`config.mk`:
```
export PLATFORM = sky130hd
export DESIGN_NAME = phmd_top
export DESIGN_NICKNAME = d
export VERILOG_FILES = /design/src/hw/phmd_edge_sampler.v /design/src/hw/phmd_top.v
export VERILOG_INCLUDE_DIRS = /design/src /design/src/common
export SDC_FILE = /design/constraint.sdc
export NUM_CORES = 1
export LEC_CHECK = 0
export ABC_CLOCK_PERIOD_IN_PS = 1500
export BUFFER_PORTS_ARGS = -buffer_cell sky130_fd_sc_hd__buf_2
export CORE_UTILIZATION = 25
export CTS_CLUSTER_SIZE = 14
export DETAILED_ROUTE_END_ITERATION = 7
export PLACE_DENSITY = 0.55
export RECOVER_POWER = 25
export SETUP_SLACK_MARGIN = 0.05
export SLEW_MARGIN = 20
export SYNTH_ARGS = -nofsm -noshare
export SYNTH_HDL_FRONTEND = slang
export SYNTH_SLANG_ARGS = --single-unit
```
`constraint.sdc`:
```
create_clock -name I_CORE_CLK -period 1.5 [get_ports I_CORE_CLK]
set_input_delay 0.15 -clock I_CORE_CLK [delete_from_list [all_inputs] [get_ports I_CORE_CLK]]
set_output_delay 0.15 -clock I_CORE_CLK [all_outputs]
set_load 0.005 [all_outputs]
```
`src/common/phmd_defines.vh`:
```
// constants shared by the phase-matched divider design files
// assumes all input clocks are slow, synchronous levels sampled by the 100 MHz core clock
//
// How it works
// - primary input yields x1, /2, /4, /8 outputs
// - primary delayed output copies primary, same rate
// - aux inputs only delayed, same delay, never divided
// - aux-to-primary skew kept through equal paths
// - divided rising edges match primary delayed rising
// - divided outputs fifty percent duty, any input
// - undivided outputs keep their input duty cycle
// - reset forces every clock output low at once
// - undivided outputs start one cycle after release
// - gate off: divided start on first primary edge once undivided run
// - gate on: divided wait strobe, then primary edge
// - select picks reset-sync clock, primary by default
// - strobe never touches undivided outputs
// - strobe ignored while reset is asserted
// - strobe rising edge only, once per reset
`ifndef PHMD_DEFINES_VH
`define PHMD_DEFINES_VH

// ---------------------------------------------------------------------
// sampled input vector layout
// ---------------------------------------------------------------------
`define PHMD_SMP_W        5
`define PHMD_IDX_PRIMARY  0
`define PHMD_IDX_AUX_B    1
`define PHMD_IDX_AUX_C    2
`define PHMD_IDX_AUX_D    3
`define PHMD_IDX_STROBE   4
`define PHMD_CLK_N        4
`define PHMD_SMP_RST      5'h00

// ---------------------------------------------------------------------
// reset synchronising clock selection codes
// ---------------------------------------------------------------------
`define PHMD_SEL_W        2
`define PHMD_SEL_PRIMARY  2'h0
`define PHMD_SEL_AUX_B    2'h1
`define PHMD_SEL_AUX_C    2'h2
`define PHMD_SEL_AUX_D    2'h3

// ---------------------------------------------------------------------
// divider counter
// ---------------------------------------------------------------------
`define PHMD_DIV_N        3
`define PHMD_CNT_RST      3'h0
`define PHMD_CNT_ONE      3'h1
`define PHMD_DIV_OUT_RST  3'h0
`define PHMD_DLY_OUT_RST  4'h0

`endif

```
`src/hw/phmd_edge_sampler.v`:
```
// registers the clock and strobe inputs and finds their rising edges
// assumes the inputs are already synchronous to the core clock
`include "phmd_defines.vh"

module phmd_edge_sampler
(
    input  wire                   i_clk,
    input  wire                   i_rst,
    input  wire [`PHMD_SMP_W-1:0] i_level,
    output wire [`PHMD_SMP_W-1:0] o_level,
    output wire [`PHMD_SMP_W-1:0] o_rise
);

    reg [`PHMD_SMP_W-1:0] level_reg;
    reg [`PHMD_SMP_W-1:0] prev_reg;

    // ---------------------------------------------------------------------
    // one common sampling stage keeps every path the same length
    // ---------------------------------------------------------------------
    always @(posedge i_clk or posedge i_rst)
    begin
        if (i_rst)
        begin
            level_reg <= `PHMD_SMP_RST;
            prev_reg  <= `PHMD_SMP_RST;
        end
        else
        begin
            level_reg <= i_level;
            prev_reg  <= level_reg;
        end
    end

    assign o_level = level_reg;
    assign o_rise  = level_reg & ~prev_reg;

endmodule // phmd_edge_sampler

```
`src/hw/phmd_top.v`:
```
// phase-matched clock divider: delayed copies of four clocks and /2 /4 /8 of the primary
// assumes clock inputs are slow levels synchronous to I_CORE_CLK, sampled, not used as clocks
`include "phmd_defines.vh"

module phmd_top
(
    input  wire                  I_CORE_CLK,
    input  wire                  I_RST,
    input  wire                  I_PRIMARY_CLOCK_IN,
    input  wire                  I_AUX_CLOCK_IN_B,
    input  wire                  I_AUX_CLOCK_IN_C,
    input  wire                  I_AUX_CLOCK_IN_D,
    input  wire [`PHMD_SEL_W-1:0] I_RESET_SYNC_CLOCK_SELECT,
    input  wire                  I_RELEASE_GATE_ENABLE,
    input  wire                  I_RELEASE_STROBE,
    output wire                  O_PRIMARY_DELAYED_OUT,
    output wire                  O_HALF_RATE_OUT,
    output wire                  O_QUARTER_RATE_OUT,
    output wire                  O_EIGHTH_RATE_OUT,
    output wire                  O_AUX_DELAYED_OUT_B,
    output wire                  O_AUX_DELAYED_OUT_C,
    output wire                  O_AUX_DELAYED_OUT_D
);

    // ---------------------------------------------------------------------
    // declarations
    // ---------------------------------------------------------------------
    wire [`PHMD_SMP_W-1:0]  in_level;
    wire [`PHMD_SMP_W-1:0]  smp_level;
    wire [`PHMD_SMP_W-1:0]  smp_rise;
    wire                    sel_rise;
    wire                    primary_rise;
    wire                    strobe_rise;

    reg                     rst_seen_reg;
    reg                     rst_seen_next;
    reg                     run_reg;
    reg                     run_next;
    reg                     rel_seen_reg;
    reg                     rel_seen_next;
    reg                     div_run_reg;
    reg                     div_run_next;
    reg                     div_go;
    reg [`PHMD_DIV_N-1:0]   cnt_reg;
    reg [`PHMD_DIV_N-1:0]   cnt_next;

    reg [`PHMD_CLK_N-1:0]   dly_out_reg;
    wire [`PHMD_CLK_N-1:0]  dly_out_next;
    reg [`PHMD_DIV_N-1:0]   div_out_reg;
    wire [`PHMD_DIV_N-1:0]  div_out_next;

    // ---------------------------------------------------------------------
    // input sampling
    // ---------------------------------------------------------------------
    assign in_level[`PHMD_IDX_PRIMARY] = I_PRIMARY_CLOCK_IN;
    assign in_level[`PHMD_IDX_AUX_B]   = I_AUX_CLOCK_IN_B;
    assign in_level[`PHMD_IDX_AUX_C]   = I_AUX_CLOCK_IN_C;
    assign in_level[`PHMD_IDX_AUX_D]   = I_AUX_CLOCK_IN_D;
    // strobe is a plain level on the primary timing, no synchroniser needed
    assign in_level[`PHMD_IDX_STROBE]  = I_RELEASE_STROBE;

    phmd_edge_sampler u_sampler
    (
        .i_clk   (I_CORE_CLK),
        .i_rst   (I_RST),
        .i_level (in_level),
        .o_level (smp_level),
        .o_rise  (smp_rise)
    );

    // all four select codes are legal; code zero is the primary clock
    assign sel_rise     = smp_rise[I_RESET_SYNC_CLOCK_SELECT];
    assign primary_rise = smp_rise[`PHMD_IDX_PRIMARY];
    assign strobe_rise  = smp_rise[`PHMD_IDX_STROBE];

    // ---------------------------------------------------------------------
    // reset release and start control
    // ---------------------------------------------------------------------
    always @*
    begin
        rst_seen_next = rst_seen_reg;
        run_next      = run_reg;
        rel_seen_next = rel_seen_reg;
        div_go        = 1'b0;
        div_run_next  = div_run_reg;

        // first selected edge registers the release, the next one starts
        if (sel_rise && !rst_seen_reg)
        begin
            rst_seen_next = 1'b1;
        end
        if (sel_rise && rst_seen_reg)
        begin
            run_next = 1'b1;
        end

        // only the first accepted strobe edge counts until the next reset
        if (I_RELEASE_GATE_ENABLE && strobe_rise && !rel_seen_reg)
        begin
            rel_seen_next = 1'b1;
        end

        // divided outputs wait for the undivided ones and, if gated, the strobe
        if (!div_run_reg && run_next && primary_rise)
        begin
            if (!I_RELEASE_GATE_ENABLE)
            begin
                div_go = 1'b1;
            end
            else if (rel_seen_reg)
            begin
                div_go = 1'b1;
            end
            else
            begin
                div_go = 1'b0;
            end
        end
        if (div_go)
        begin
            div_run_next = 1'b1;
        end
    end

    // async clear also keeps the strobe latch empty during reset
    always @(posedge I_CORE_CLK or posedge I_RST)
    begin
        if (I_RST)
        begin
            rst_seen_reg <= 1'b0;
            run_reg      <= 1'b0;
            rel_seen_reg <= 1'b0;
            div_run_reg  <= 1'b0;
        end
        else
        begin
            rst_seen_reg <= rst_seen_next;
            run_reg      <= run_next;
            rel_seen_reg <= rel_seen_next;
            div_run_reg  <= div_run_next;
        end
    end

    // ---------------------------------------------------------------------
    // divider counter
    // ---------------------------------------------------------------------
    // counts only on primary rising edges, so high and low last whole periods
    always @*
    begin
        cnt_next = cnt_reg;
        if (primary_rise && div_run_next)
        begin
            cnt_next = cnt_reg + `PHMD_CNT_ONE;
        end
    end

    always @(posedge I_CORE_CLK or posedge I_RST)
    begin
        if (I_RST)
        begin
            cnt_reg <= `PHMD_CNT_RST;
        end
        else
        begin
            cnt_reg <= cnt_next;
        end
    end

    // ---------------------------------------------------------------------
    // divided outputs
    // ---------------------------------------------------------------------
    // bit n of the inverted count is high for 2^n periods, low for 2^n periods;
    // from the common zero state every bit rises on the same primary edge
    genvar d;
    generate
        for (d = 0; d < `PHMD_DIV_N; d = d + 1)
        begin : g_div
            assign div_out_next[d] = (primary_rise && div_run_next) ? ~cnt_reg[d]
                                                                     : div_out_reg[d];
        end
    endgenerate

    always @(posedge I_CORE_CLK or posedge I_RST)
    begin
        if (I_RST)
        begin
            div_out_reg <= `PHMD_DIV_OUT_RST;
        end
        else
        begin
            div_out_reg <= div_out_next;
        end
    end

    // ---------------------------------------------------------------------
    // undivided delayed outputs
    // ---------------------------------------------------------------------
    // every clock goes through the same sampler and output stage, so the
    // relative skew of the inputs is kept to the core-clock cycle; the strobe
    // path has no way in here
    genvar c;
    generate
        for (c = 0; c < `PHMD_CLK_N; c = c + 1)
        begin : g_dly
            assign dly_out_next[c] = run_next & smp_level[c];
        end
    endgenerate

    always @(posedge I_CORE_CLK or posedge I_RST)
    begin
        if (I_RST)
        begin
            dly_out_reg <= `PHMD_DLY_OUT_RST;
        end
        else
        begin
            dly_out_reg <= dly_out_next;
        end
    end

    // ---------------------------------------------------------------------
    // output ports
    // ---------------------------------------------------------------------
    assign O_PRIMARY_DELAYED_OUT = dly_out_reg[`PHMD_IDX_PRIMARY];
    assign O_AUX_DELAYED_OUT_B   = dly_out_reg[`PHMD_IDX_AUX_B];
    assign O_AUX_DELAYED_OUT_C   = dly_out_reg[`PHMD_IDX_AUX_C];
    assign O_AUX_DELAYED_OUT_D   = dly_out_reg[`PHMD_IDX_AUX_D];
    assign O_HALF_RATE_OUT       = div_out_reg[0];
    assign O_QUARTER_RATE_OUT    = div_out_reg[1];
    assign O_EIGHTH_RATE_OUT     = div_out_reg[2];

endmodule // phmd_top

```
==> results of run 1 <==
==> power by group <==
part           switching (mW)  total [mW]  leakage, nW  internal (mW)
Clock                   0.162       0.266       0.0150          0.103
Sequential             0.0545       0.764        0.256          0.709
Combinational          0.0943       0.238        0.234          0.143
Total                   0.311        1.27        0.506          0.956
==> logic make-up after synthesis <==
kind of cell | Yosys count | synth area share [%]
buffers and inverters | 5 | 2.33
multiplexers | 3 | 4.35
XOR/XNOR | 2 | 2.18
flip-flops | 23 | 71.5
AO/OA/AOI/OAI | 8 | 7.00
adder cells (fa/ha/maj) | 1 | 1.55
AND/OR/NAND/NOR | 16 | 11.0
==> worst max-delay path, stage by stage (launching register included) <==
cell and delay (ns):
dfrtp_1 0.41, and3b_1 0.17, o21ai_2 0.12, nand3_2 0.11, o31a_1 0.33, mux2_4 0.30
==> layout make-up <==
type | instances | area (um^2)
fill | 327 | 1980
sequential | 23 | 576
multi-input combinational | 30 | 229
timing repair buffer | 26 | 171
tap | 44 | 55.1
clock buffer | 4 | 26.3
inverter | 5 | 18.8
==> repair_timing <==
item,in CTS,in global routing
pin swaps,1,3
setup buffers,0,1
setup endpoints to repair,5,5
gates resized for setup,2,5
endpoints found under the hold margin,28,0
hold buffers,6,0
==> layout by cell type (no fill, tap or decap), drive strengths merged <==
master	count
and3b	1
mux2	1
dlygate4sd3	6
inv	5
o21bai	3
o311a	1
clkbuf	5
nand3	2
and2	1
nor2	3
xor2	2
dfrtp	23
nor2b	5
ha	1
or2	1
o31a	1
nand2	2
o21ai	2
buf	19
mux2i	2
a21oi	1
nor3b	1
==> routing by layer <==
layer / share of wire [%] / vias to the layer above / wire length, um / GRT usage, %
li1: - / 253 / - / -
met4: 0 / 0 / 0 / 2.04
met1: 48 / 233 / 555 / 10.1
met2: 47 / 14 / 552 / 13.1
met3: 4.7 / 0 / 55 / 3.96
met5: 0 / - / 0 / 0
==> metrics by stage <==
step | hold slack (ns) | util [%] | power (mW)
after floorplan | 0.152 | - | 0.905
after global placement | 0.200 | 31.5 | 0.990
after detailed placement | 0.204 | 31.5 | 0.999
after CTS | 0.0723 | 34.6 | 1.29
after global routing | 0.0761 | 35.2 | 1.36
final | 0.0889 | 35.2 | 1.27
==> worst paths after layout <==
| kind | start | endpoint | slack (ns) |
|---|---|---|---|
| worst min register to register | u_sampler.o_level[4]$_DFF_PP0_ | u_sampler.prev_reg[4]$_DFF_PP0_ | 0.39 |
| worst max-delay path | u_sampler.o_level[3]$_DFF_PP0_ | cnt_reg[1]$_DFFE_PP0P_ | -0.03 |
| worst max register to register | u_sampler.o_level[3]$_DFF_PP0_ | cnt_reg[1]$_DFFE_PP0P_ | -0.03 |
| worst min-delay path | I_RELEASE_GATE_ENABLE | rel_seen_reg$_DFFE_PP0P_ | 0.09 |
| min in group asynchronous | I_RST | div_run_reg$_DFF_PP0_ | 0.51 |
| max in group asynchronous | I_RST | u_sampler.o_level[2]$_DFF_PP0_ | 0.61 |
==> summary.md, run 1 <==
| Metric | Value |
|---|---|
| Worst-margin pin slew | 0.557 ns |
| Reg2Reg Depth | 5 |
| Die Wd | 58.7 um |
| Initial antenna violation count | 0 |
| Post-place setup slack | -0.0253 ns |
| Final WL | 1.16 mm |
| CTS tree | yes |
| Area Overhead vs Synth | 33.7% |
| Synthesized flop and latch total | 23 |
| Core Region | 3050 um^2 |
| CP arrival | 1.73 ns |
| Clk_lat worst skew | 0.30 ns |
| Fin crit share | 102% |
| Buffer depth of the longest clock path | 2 |
| Detail Route Antenna Nets | 0 |
| Power Density | 1180 nW/um^2 |
| Design Area, Final | 1080 um^2 |
| Largest net degree at the start of global routing | 24 |
| Wire per inst | 8.81 um |
| Post-DP HPWL | 841 um |
| Post-synthesis cell type count | 20 |
| Unrepaired setup endpoints after global routing | yes |
| Async S/R FF share, synth | 100% |
| Setup TNS | -0.0412 ns |
| Post-route DRC violation count | 0 |
| Routed vias | 500 |
| First-pass GRT wire length | 2.10 mm |
| Hold Path Stages | 3 |
| Inst Count DP | 121 |
| Most used DFF post-synth | dfrtp_1 |
| WS Path Type | flip-flop to flip-flop |
| Violated checks | setup timing |
| DRT iter0 DRCs | 10 |
| Final setup margin | -0.0349 ns |
| Syn Area/Cell | 13.9 um^2 |
| Most common library cells after synthesis | dfrtp_1, inv_1, nor2b_1 |
| Required @ worst endpoint | 1.70 ns |
| Number of nets in the layout | 100 |
| Worst min path class | primary input to flip-flop |
| Overall Global Routing Usage | 8.27% |
| Antenna Cells | 0 |
| Drt pass-1 iters | 2 |
| Post-synth EDFFs | 0 |
| Vias/cell | 3.79 |
| I/O pins | 17 |
| Clock Skew | 0.00588 ns |
| Outcome | finished, violations left |
| Max_cap viols | 0 |
| Lkg Pwr | 0.506 nW |
| Share of layout cells above drive strength 1 | 33.0% |
| Post-Syn Area | 805 um^2 |
| Fin crit period | 1.53 ns |
| Worst Setup End Kind | flip-flop |
| Slew Viols, Final | 0 |
| Peak VDD IR | 0.000625 V |
| Vias in the first global route | 499 |
| Final GP Congestion | 0.782 |
| Top post-synthesis cells by area | dfrtp_1, nor2b_1, o21bai_1 |
| Die height | 58.7 um |
| CTS buffer count | 3 |
| Most numerous cell in the Yosys netlist | dfrtp_1 |
| Fmax | 652 MHz |
| Startpoint types | flip-flop |
| FP Rows | 20 |
| DP Area | 962 um^2 |
| Non-Filler Instances | 132 |
| Max-slew headroom | 62.8% |
| Max FO, Critical Path | 3 |
| Area leader, netlist | dfrtp_1 |
| CTS H-Tree Depth | 1 |
| Port Buffers | 16 |
| Net Count, Synth | 69 |
| Post-synthesis instance total | 58 |
| Hold Fails Final Rpt | 0 |
| Synth warnings | 0 |
| Area of the die | 3450 um^2 |
| Final setup viols | 2 |
| CTS Root Cell | clkbuf_4 |
| Post-synth top area share | 71.5% |
| Sequential share of the synthesized area | 71.5% |
| GRT overflow | 0 |
| Clock slew at reported path FFs | 0.11 ns |
| Starting Density | 26.4% |
| Clk sink count | 23 |
Note: power is estimated with default switching activity, not from simulation.
==> run 2: changes to the inputs <==
--- a/config.mk
+++ b/config.mk
@@ -6,6 +6,7 @@
 export SDC_FILE = /design/constraint.sdc
 export NUM_CORES = 1
 export LEC_CHECK = 0
+export ABC_AREA = 1
 export ABC_CLOCK_PERIOD_IN_PS = 1500
 export BUFFER_PORTS_ARGS = -buffer_cell sky130_fd_sc_hd__buf_2
 export CORE_UTILIZATION = 25
==> run 2 against run 1 <==
  * The flow now finishes without violations
  * Flip-flop and latch count unchanged
  * Count of clock-buffer cells in the layout unchanged
  * Sequential power decreased by 4.2%
  * Fmax increased by 18%
  * Die area increased by 6.9%
  * Non-clock buffer count decreased by 3
  * First-iteration DRC count decreased by 80%
  * Synthesized cell count increased by 34%
  * Critical path depth increased by 2
  * Sequential share of layout area decreased by 0.61 points
  * Cell count increased by 13%
  * Power decreased by 5.5%
  * Critical path type unchanged
  * Largest cell class unchanged
  * Largest power group unchanged
==> summary.md, run 2 <==
| Metric | Value |
|---|---|
| Wire per inst | 9.97 um |
| First-pass GRT wire length | 2.69 mm |
| Non-Filler Instances | 149 |
| Initial antenna violation count | 0 |
| Clk sink count | 23 |
| Vias/cell | 3.86 |
| Adder-cell share of the synthesized area | 1.45% |
| Mux cell area share after synthesis | 0% |
| WS Path Type | flip-flop to flip-flop |
| Crit-path max cell delay | 0.43 ns |
| CTS H-Tree Depth | 1 |
| Inst Count DP | 139 |
| Synthesized-area fraction occupied by xor and xnor cells | 1.02% |
| Detail Route Antenna Nets | 0 |
| Commonest cells after routing, fill and taps aside | dfrtp_1, buf_2, inv_1 |
| Syn Area/Cell | 11.1 um^2 |
| Worst min path class | primary input to flip-flop |
| Pwr Total | 1.20 mW |
| Number of nets in the layout | 117 |
| Worst Setup End Kind | flip-flop |
| I/O pins | 17 |
| Fmax | 768 MHz |
| FP Rows | 20 |
| CTS tree | yes |
| Die Wd | 60.7 um |
| Hold Fails Final Rpt | 0 |
| Share of layout cells above drive strength 1 | 27.6% |
| Largest net degree at the start of global routing | 24 |
| Fin crit share | 86.8% |
| Fin crit period | 1.30 ns |
| Port Buffers | 16 |
| Synth Area in Simple Gates | 21.2% |
| CP max stage cell | dfrtp_1 |
| Largest family of logic cells by synthesized area | simple AND/OR/NAND/NOR gates |
| Area Overhead vs Synth | 26.3% |
| Routed vias | 575 |
| Clk_lat worst skew | 0.31 ns |
| Area of the die | 3690 um^2 |
| Register area | 576 um^2 |
| Antenna Cells | 0 |
| Post-DP HPWL | 1.08 mm |
| Post-route DRC violation count | 0 |
| Drt pass-1 iters | 4 |
| Most common library cells after synthesis | dfrtp_1, inv_1, nand2_1 |
| Startpoint types | flip-flop |
| CTS Root Cell | clkbuf_4 |
| Most numerous cell in the Yosys netlist | dfrtp_1 |
| Core Region | 3150 um^2 |
| Post-synthesis cell type count | 15 |
| Worst path cell trace | nor2_4 -> a21boi_2 -> nand2_2 -> nand2_4 -> nand2_4 -> nand2_1 -> nand2_1 |
| Post-synth EDFFs | 0 |
| Async S/R FF share, synth | 100% |
| Setup TNS | 0 ns |
| Vias in the first global route | 628 |
| Final GP Congestion | 0.766 |
| Post-synthesis instance total | 78 |
| GRT overflow | 0 |
| Max-slew headroom | 62.9% |
| Synth Area in Compound Gates | 2.18% |
| Die height | 60.7 um |
| Fillers | 349 |
| Overall Global Routing Usage | 10.5% |
| Most used DFF post-synth | dfrtp_1 |
| Lkg Pwr | 0.582 nW |
| Sequential share of the synthesized area | 66.8% |
| CP arrival | 1.51 ns |
| Worst-margin pin slew | 0.557 ns |
| Final setup viols | 0 |
| CTS buffer count | 3 |
| CTS Hold Buffers Added | 6 |
| Unrepaired setup endpoints after global routing | no |
| Max_cap viols | 0 |
| Area leader, netlist | dfrtp_1 |
| Post-Syn Area | 862 um^2 |
| Net Count, Synth | 89 |
| DP Area | 1000 um^2 |
| Synth warnings | 0 |
| Final WL | 1.49 mm |
| Required @ worst endpoint | 1.71 ns |
| Power Density | 1100 nW/um^2 |
| Post-synth top area share | 66.8% |
| Multi-input logic area | 223 um^2 |
| Buffer depth of the longest clock path | 2 |
| Synthesized flop and latch total | 23 |
| Clock slew at reported path FFs | 0.12 ns |
| Slew Viols, Final | 0 |
| Design Area, Final | 1090 um^2 |
| Commonest non-fill, non-tap cell in the layout | dfrtp_1 |
| Top post-synthesis cells by area | dfrtp_1, inv_1, nand3_1 |
| Starting Density | 27.3% |
| DRT iter0 DRCs | 2 |
| Clock Skew | 0.00536 ns |
| Max FO, Critical Path | 7 |
| Post_cts resized | 0 |
| Postcts setup bufs | 0 |
| Peak VDD IR | 0.000487 V |
| Outcome | finished clean |
[run 2: changes by cell type after synthesis, moves of 2 or more]
cell and change:
nand3_1 +8, inv_2 +2, nor2b_1 -5, nor2_1 +2, mux2i_1 -2, o21bai_1 -3
nand2_4 +3, nand2_1 +10, inv_1 +10
[run 2: kinds of logic (layout without fill, tap and decap cells)]
group                    Yosys count  count (layout)
adder cells (fa/ha/maj)            1               1
buffers and inverters             17              44
flip-flops                        23              23
AO/OA/AOI/OAI                      2               2
XOR/XNOR                           1               1
AND/OR/NAND/NOR                   34              34
[run 2: power by group]
part | switching (mW) | internal, mW
Combinational | 0.0965 | 0.0906
Clock | 0.175 | 0.104
Sequential | 0.0477 | 0.684
Total | 0.320 | 0.879
[run 2: final timing paths]
path | depth (start not counted) | to | from | slack (ns)
worst max-delay path | 7 | cnt_reg[0]$_DFFE_PP0P_ | u_sampler.prev_reg[0]$_DFF_PP0_ | 0.20
worst min-delay path | 3 | rel_seen_reg$_DFFE_PP0P_ | I_RELEASE_GATE_ENABLE | 0.12
worst max register to register | 7 | cnt_reg[0]$_DFFE_PP0P_ | u_sampler.prev_reg[0]$_DFF_PP0_ | 0.20
worst min register to register | 0 | u_sampler.prev_reg[4]$_DFF_PP0_ | u_sampler.o_level[4]$_DFF_PP0_ | 0.40
max in group asynchronous | 4 | div_run_reg$_DFF_PP0_ | I_RST | 0.63
min in group asynchronous | 4 | u_sampler.o_level[0]$_DFF_PP0_ | I_RST | 0.50
[run 2: metal layers]
layer  GRT usage (%)  vias up  wire (um)
met5               0        -          0
met4            8.77        0         62
met3            1.28        5         28
met2            16.8       12        706
met1            12.6      272        689
li1                -      286          -
[run 2: critical path: cells and delay by family, from the launching register on]
kind	cells	cell delay, ns
compound gates	1	0.20
flops	1	0.43
simple gates	6	0.57
[run 2: per-stage QoR]
stage	hold WS, ns	worst slack (ns)	utilization, %
2_1_floorplan	0.152	0.309	-
3_3_place_gp	0.195	0.233	31.9
3_5_place_dp	0.206	0.216	31.9
4_1_cts	0.0947	0.179	34.6
5_1_grt	0.112	0.0769	34.5
6_report	0.116	0.198	34.5
[run 2: final cells by class]
| type | instances | area share [%] |
|---|---|---|
| sequential | 23 | 52.9 |
| multi-input combinational | 38 | 20.5 |
| timing repair buffer | 23 | 13.3 |
| inverter | 17 | 5.86 |
| tap | 44 | 5.06 |
| clock buffer | 4 | 2.41 |
==> run 3: changes to the inputs <==
--- a/config.mk
+++ b/config.mk
@@ -7,12 +7,12 @@
 export NUM_CORES = 1
 export LEC_CHECK = 0
 export ABC_AREA = 1
-export ABC_CLOCK_PERIOD_IN_PS = 1500
+export ABC_CLOCK_PERIOD_IN_PS = 1400
 export BUFFER_PORTS_ARGS = -buffer_cell sky130_fd_sc_hd__buf_2
 export CORE_UTILIZATION = 25
 export CTS_CLUSTER_SIZE = 14
 export DETAILED_ROUTE_END_ITERATION = 7
-export PLACE_DENSITY = 0.55
+export PLACE_DENSITY = 0.53
 export RECOVER_POWER = 25
 export SETUP_SLACK_MARGIN = 0.05
 export SLEW_MARGIN = 20
==> constraint.sdc (replaced) <==
create_clock -name I_CORE_CLK -period 1.4 [get_ports I_CORE_CLK]
set_input_delay 0.14 -clock I_CORE_CLK [delete_from_list [all_inputs] [get_ports I_CORE_CLK]]
set_output_delay 0.14 -clock I_CORE_CLK [all_outputs]
set_load 0.005 [all_outputs]
==> run 3 against run 2 <==
  * Count of clock-buffer cells in the layout decreased by 1
  * Sequential power increased by 6.7%
  * Core utilization increased by 1.5 points
  * Largest power group unchanged
  * Combinational power increased by 6%
  * Register-to-register slack got worse by 0.04 ns
  * Die area unchanged
  * Setup slack got worse by 0.039 ns
  * Design area increased by 4.4%
  * Cell count increased by 2.0%
  * Clock power increased by 10%
  * Critical path type unchanged
  * Via count decreased by 2.1%
==> summary.md, run 3 (synthesized netlist as in run 2, its figures left out) <==
| Metric | Value |
|---|---|
| Reg2Reg Depth | 10 |
| CTS tree | yes |
| Final GP Congestion | 0.723 |
| Psw | 0.349 mW |
| Die Wd | 60.7 um |
| Fmax | 806 MHz |
| CP arrival | 1.46 ns |
| I/O pins | 17 |
| Clock network fraction of design power | 23.9% |
| Post-layout util | 36.0% |
| First-pass GRT wire length | 2.46 mm |
| M1 GR Usage | 12.4% |
| Max-slew headroom | 62.2% |
| Vias in the first global route | 588 |
| Worst hold slack | 0.0814 ns |
| Core Region | 3150 um^2 |
| Worst-margin pin slew | 0.567 ns |
| Number of nets in the layout | 120 |
| Starting Density | 27.3% |
| Overall Global Routing Usage | 9.23% |
| Commonest non-fill, non-tap cell in the layout | dfrtp_1 |
| RR Endpoint | cnt_reg[1]$_DFFE_PP0P_ |
| Crit path from | u_sampler.prev_reg[0]$_DFF_PP0_ |
| Post-DP HPWL | 943 um |
| Design Area, Final | 1140 um^2 |
| Buffer depth of the longest clock path | 2 |
| Commonest cells after routing, fill and taps aside | dfrtp_1, buf_2, inv_1 |
| P_int | 0.938 mW |
| Port Buffers | 16 |
| Fin crit share | 88.6% |
| Max FO, Critical Path | 7 |
| Clk sink count | 23 |
| Initial antenna violation count | 0 |
| Setup TNS | 0 ns |
| Post-route DRC violation count | 0 |
| Largest net degree at the start of global routing | 24 |
| Final WL | 1.38 mm |
| Routed vias | 563 |
| Worst min path class | primary input to flip-flop |
| GRT overflow | 0 |
| R2r startpoint | u_sampler.prev_reg[0]$_DFF_PP0_ |
| DP Area | 1010 um^2 |
| DRT iter0 DRCs | 10 |
| FF-to-FF setup slack | 0.16 ns |
| Required @ worst endpoint | 1.61 ns |
| Antenna Cells | 0 |
| Area of the die | 3690 um^2 |
| Startpoint types | flip-flop |
| Area Overhead vs Synth | 31.8% |
| Combinational share of power | 15.4% |
| Clk_lat worst skew | 0.31 ns |
| Detail Route Antenna Nets | 0 |
| WS Path Type | flip-flop to flip-flop |
| Switching Share | 27.1% |
| Outcome | finished clean |
| Vias/cell | 3.70 |
| Wire per inst | 9.07 um |
| Final setup viols | 0 |
| Share of layout cells above drive strength 1 | 32.4% |
| Slew Viols, Final | 0 |
| CTS Root Cell | clkbuf_4 |
| Fillers | 338 |
| Drt pass-1 iters | 4 |
| Max_cap viols | 0 |
| Met3 usage | 1.28% |
| Lkg Pwr | 0.602 nW |
| FP Rows | 20 |
| Unrepaired setup endpoints after global routing | no |
| Fin crit period | 1.24 ns |
| Worst Setup End Kind | flip-flop |
| CTS buffer count | 3 |
| Peak VDD IR | 0.000585 V |
| GR Util met2 | 13.7% |
| Power Density | 1130 nW/um^2 |
| Clock Skew | 0.00673 ns |
| Seq pwr share | 60.7% |
| Die height | 60.7 um |
| CTS H-Tree Depth | 1 |
| Clock slew at reported path FFs | 0.13 ns |
| Worst Setup EP | cnt_reg[1]$_DFFE_PP0P_ |
| Gr busiest metal | met2 |
| Hold Fails Final Rpt | 0 |
run 3: cell type report:
type	count	area, um^2	area share, %
tap	44	55.1	4.85
multi-input combinational	38	246	21.7
timing repair buffer	26	168	14.8
inverter	17	63.8	5.62
clock inverter	1	5.00	0.441
sequential	23	576	50.7
clock buffer	3	22.5	1.98
run 3: worst min-delay path by stage:
stage / start / endpoint / slack, ns / depth (start not counted)
final: I_RELEASE_GATE_ENABLE / rel_seen_reg$_DFFE_PP0P_ / 0.08 / 3
after global routing: I_RELEASE_GATE_ENABLE / rel_seen_reg$_DFFE_PP0P_ / 0.08 / 3
after CTS: I_RELEASE_GATE_ENABLE / rel_seen_reg$_DFFE_PP0P_ / 0.08 / 3
after detailed placement: I_RST / div_out_reg[1]$_DFFE_PP0P_ / 0.20 / 3
after global placement: I_RST / u_sampler.o_level[0]$_DFF_PP0_ / 0.19 / 3
after floorplan: I_RST / cnt_reg[0]$_DFFE_PP0P_ / 0.14 / 1
run 3: stage by stage:
stage | setup slack (ns) | std cells | total power, mW
6_report | 0.159 | 152 | 1.29
5_1_grt | 0.0376 | 152 | 1.37
4_1_cts | 0.140 | 150 | 1.30
3_5_place_dp | 0.166 | 140 | 0.982
3_3_place_gp | 0.184 | 140 | 0.972
2_1_floorplan | 0.209 | 78 | 0.906
run 3: worst max-delay path, stage by stage (launching register included):
cell,delay (ns)
dfrtp_1,0.44
inv_2,0.06
nand3_2,0.05
nand3_2,0.07
nand3_2,0.09
nand2_4,0.10
nand2_4,0.06
nand2_8,0.09
nand2_4,0.07
nand2_1,0.06
nand2_1,0.04
run 3: layer usage:
layer  vias to the layer above  part of all wire (%)
met1                       255                    51
li1                        292                     -
met3                         4                   2.1
met4                         0                   2.7
met5                         -                     0
met2                        12                    44
run 3: timing repair:
item	in CTS	in global routing
setup buffers	0	2
endpoints found under the setup margin	0	5
hold buffers	6	0
hold endpoints to repair	28	0
resized for setup	0	4
run 3: power groups by stage:
stage | combinational, mW | sequential, mW | clock, mW
global route | 0.236 | 0.790 | 0.348
floorplan | 0.117 | 0.789 | 0
finish | 0.198 | 0.781 | 0.308
global placement | 0.182 | 0.790 | 0
detailed placement | 0.187 | 0.795 | 0
CTS | 0.200 | 0.782 | 0.322
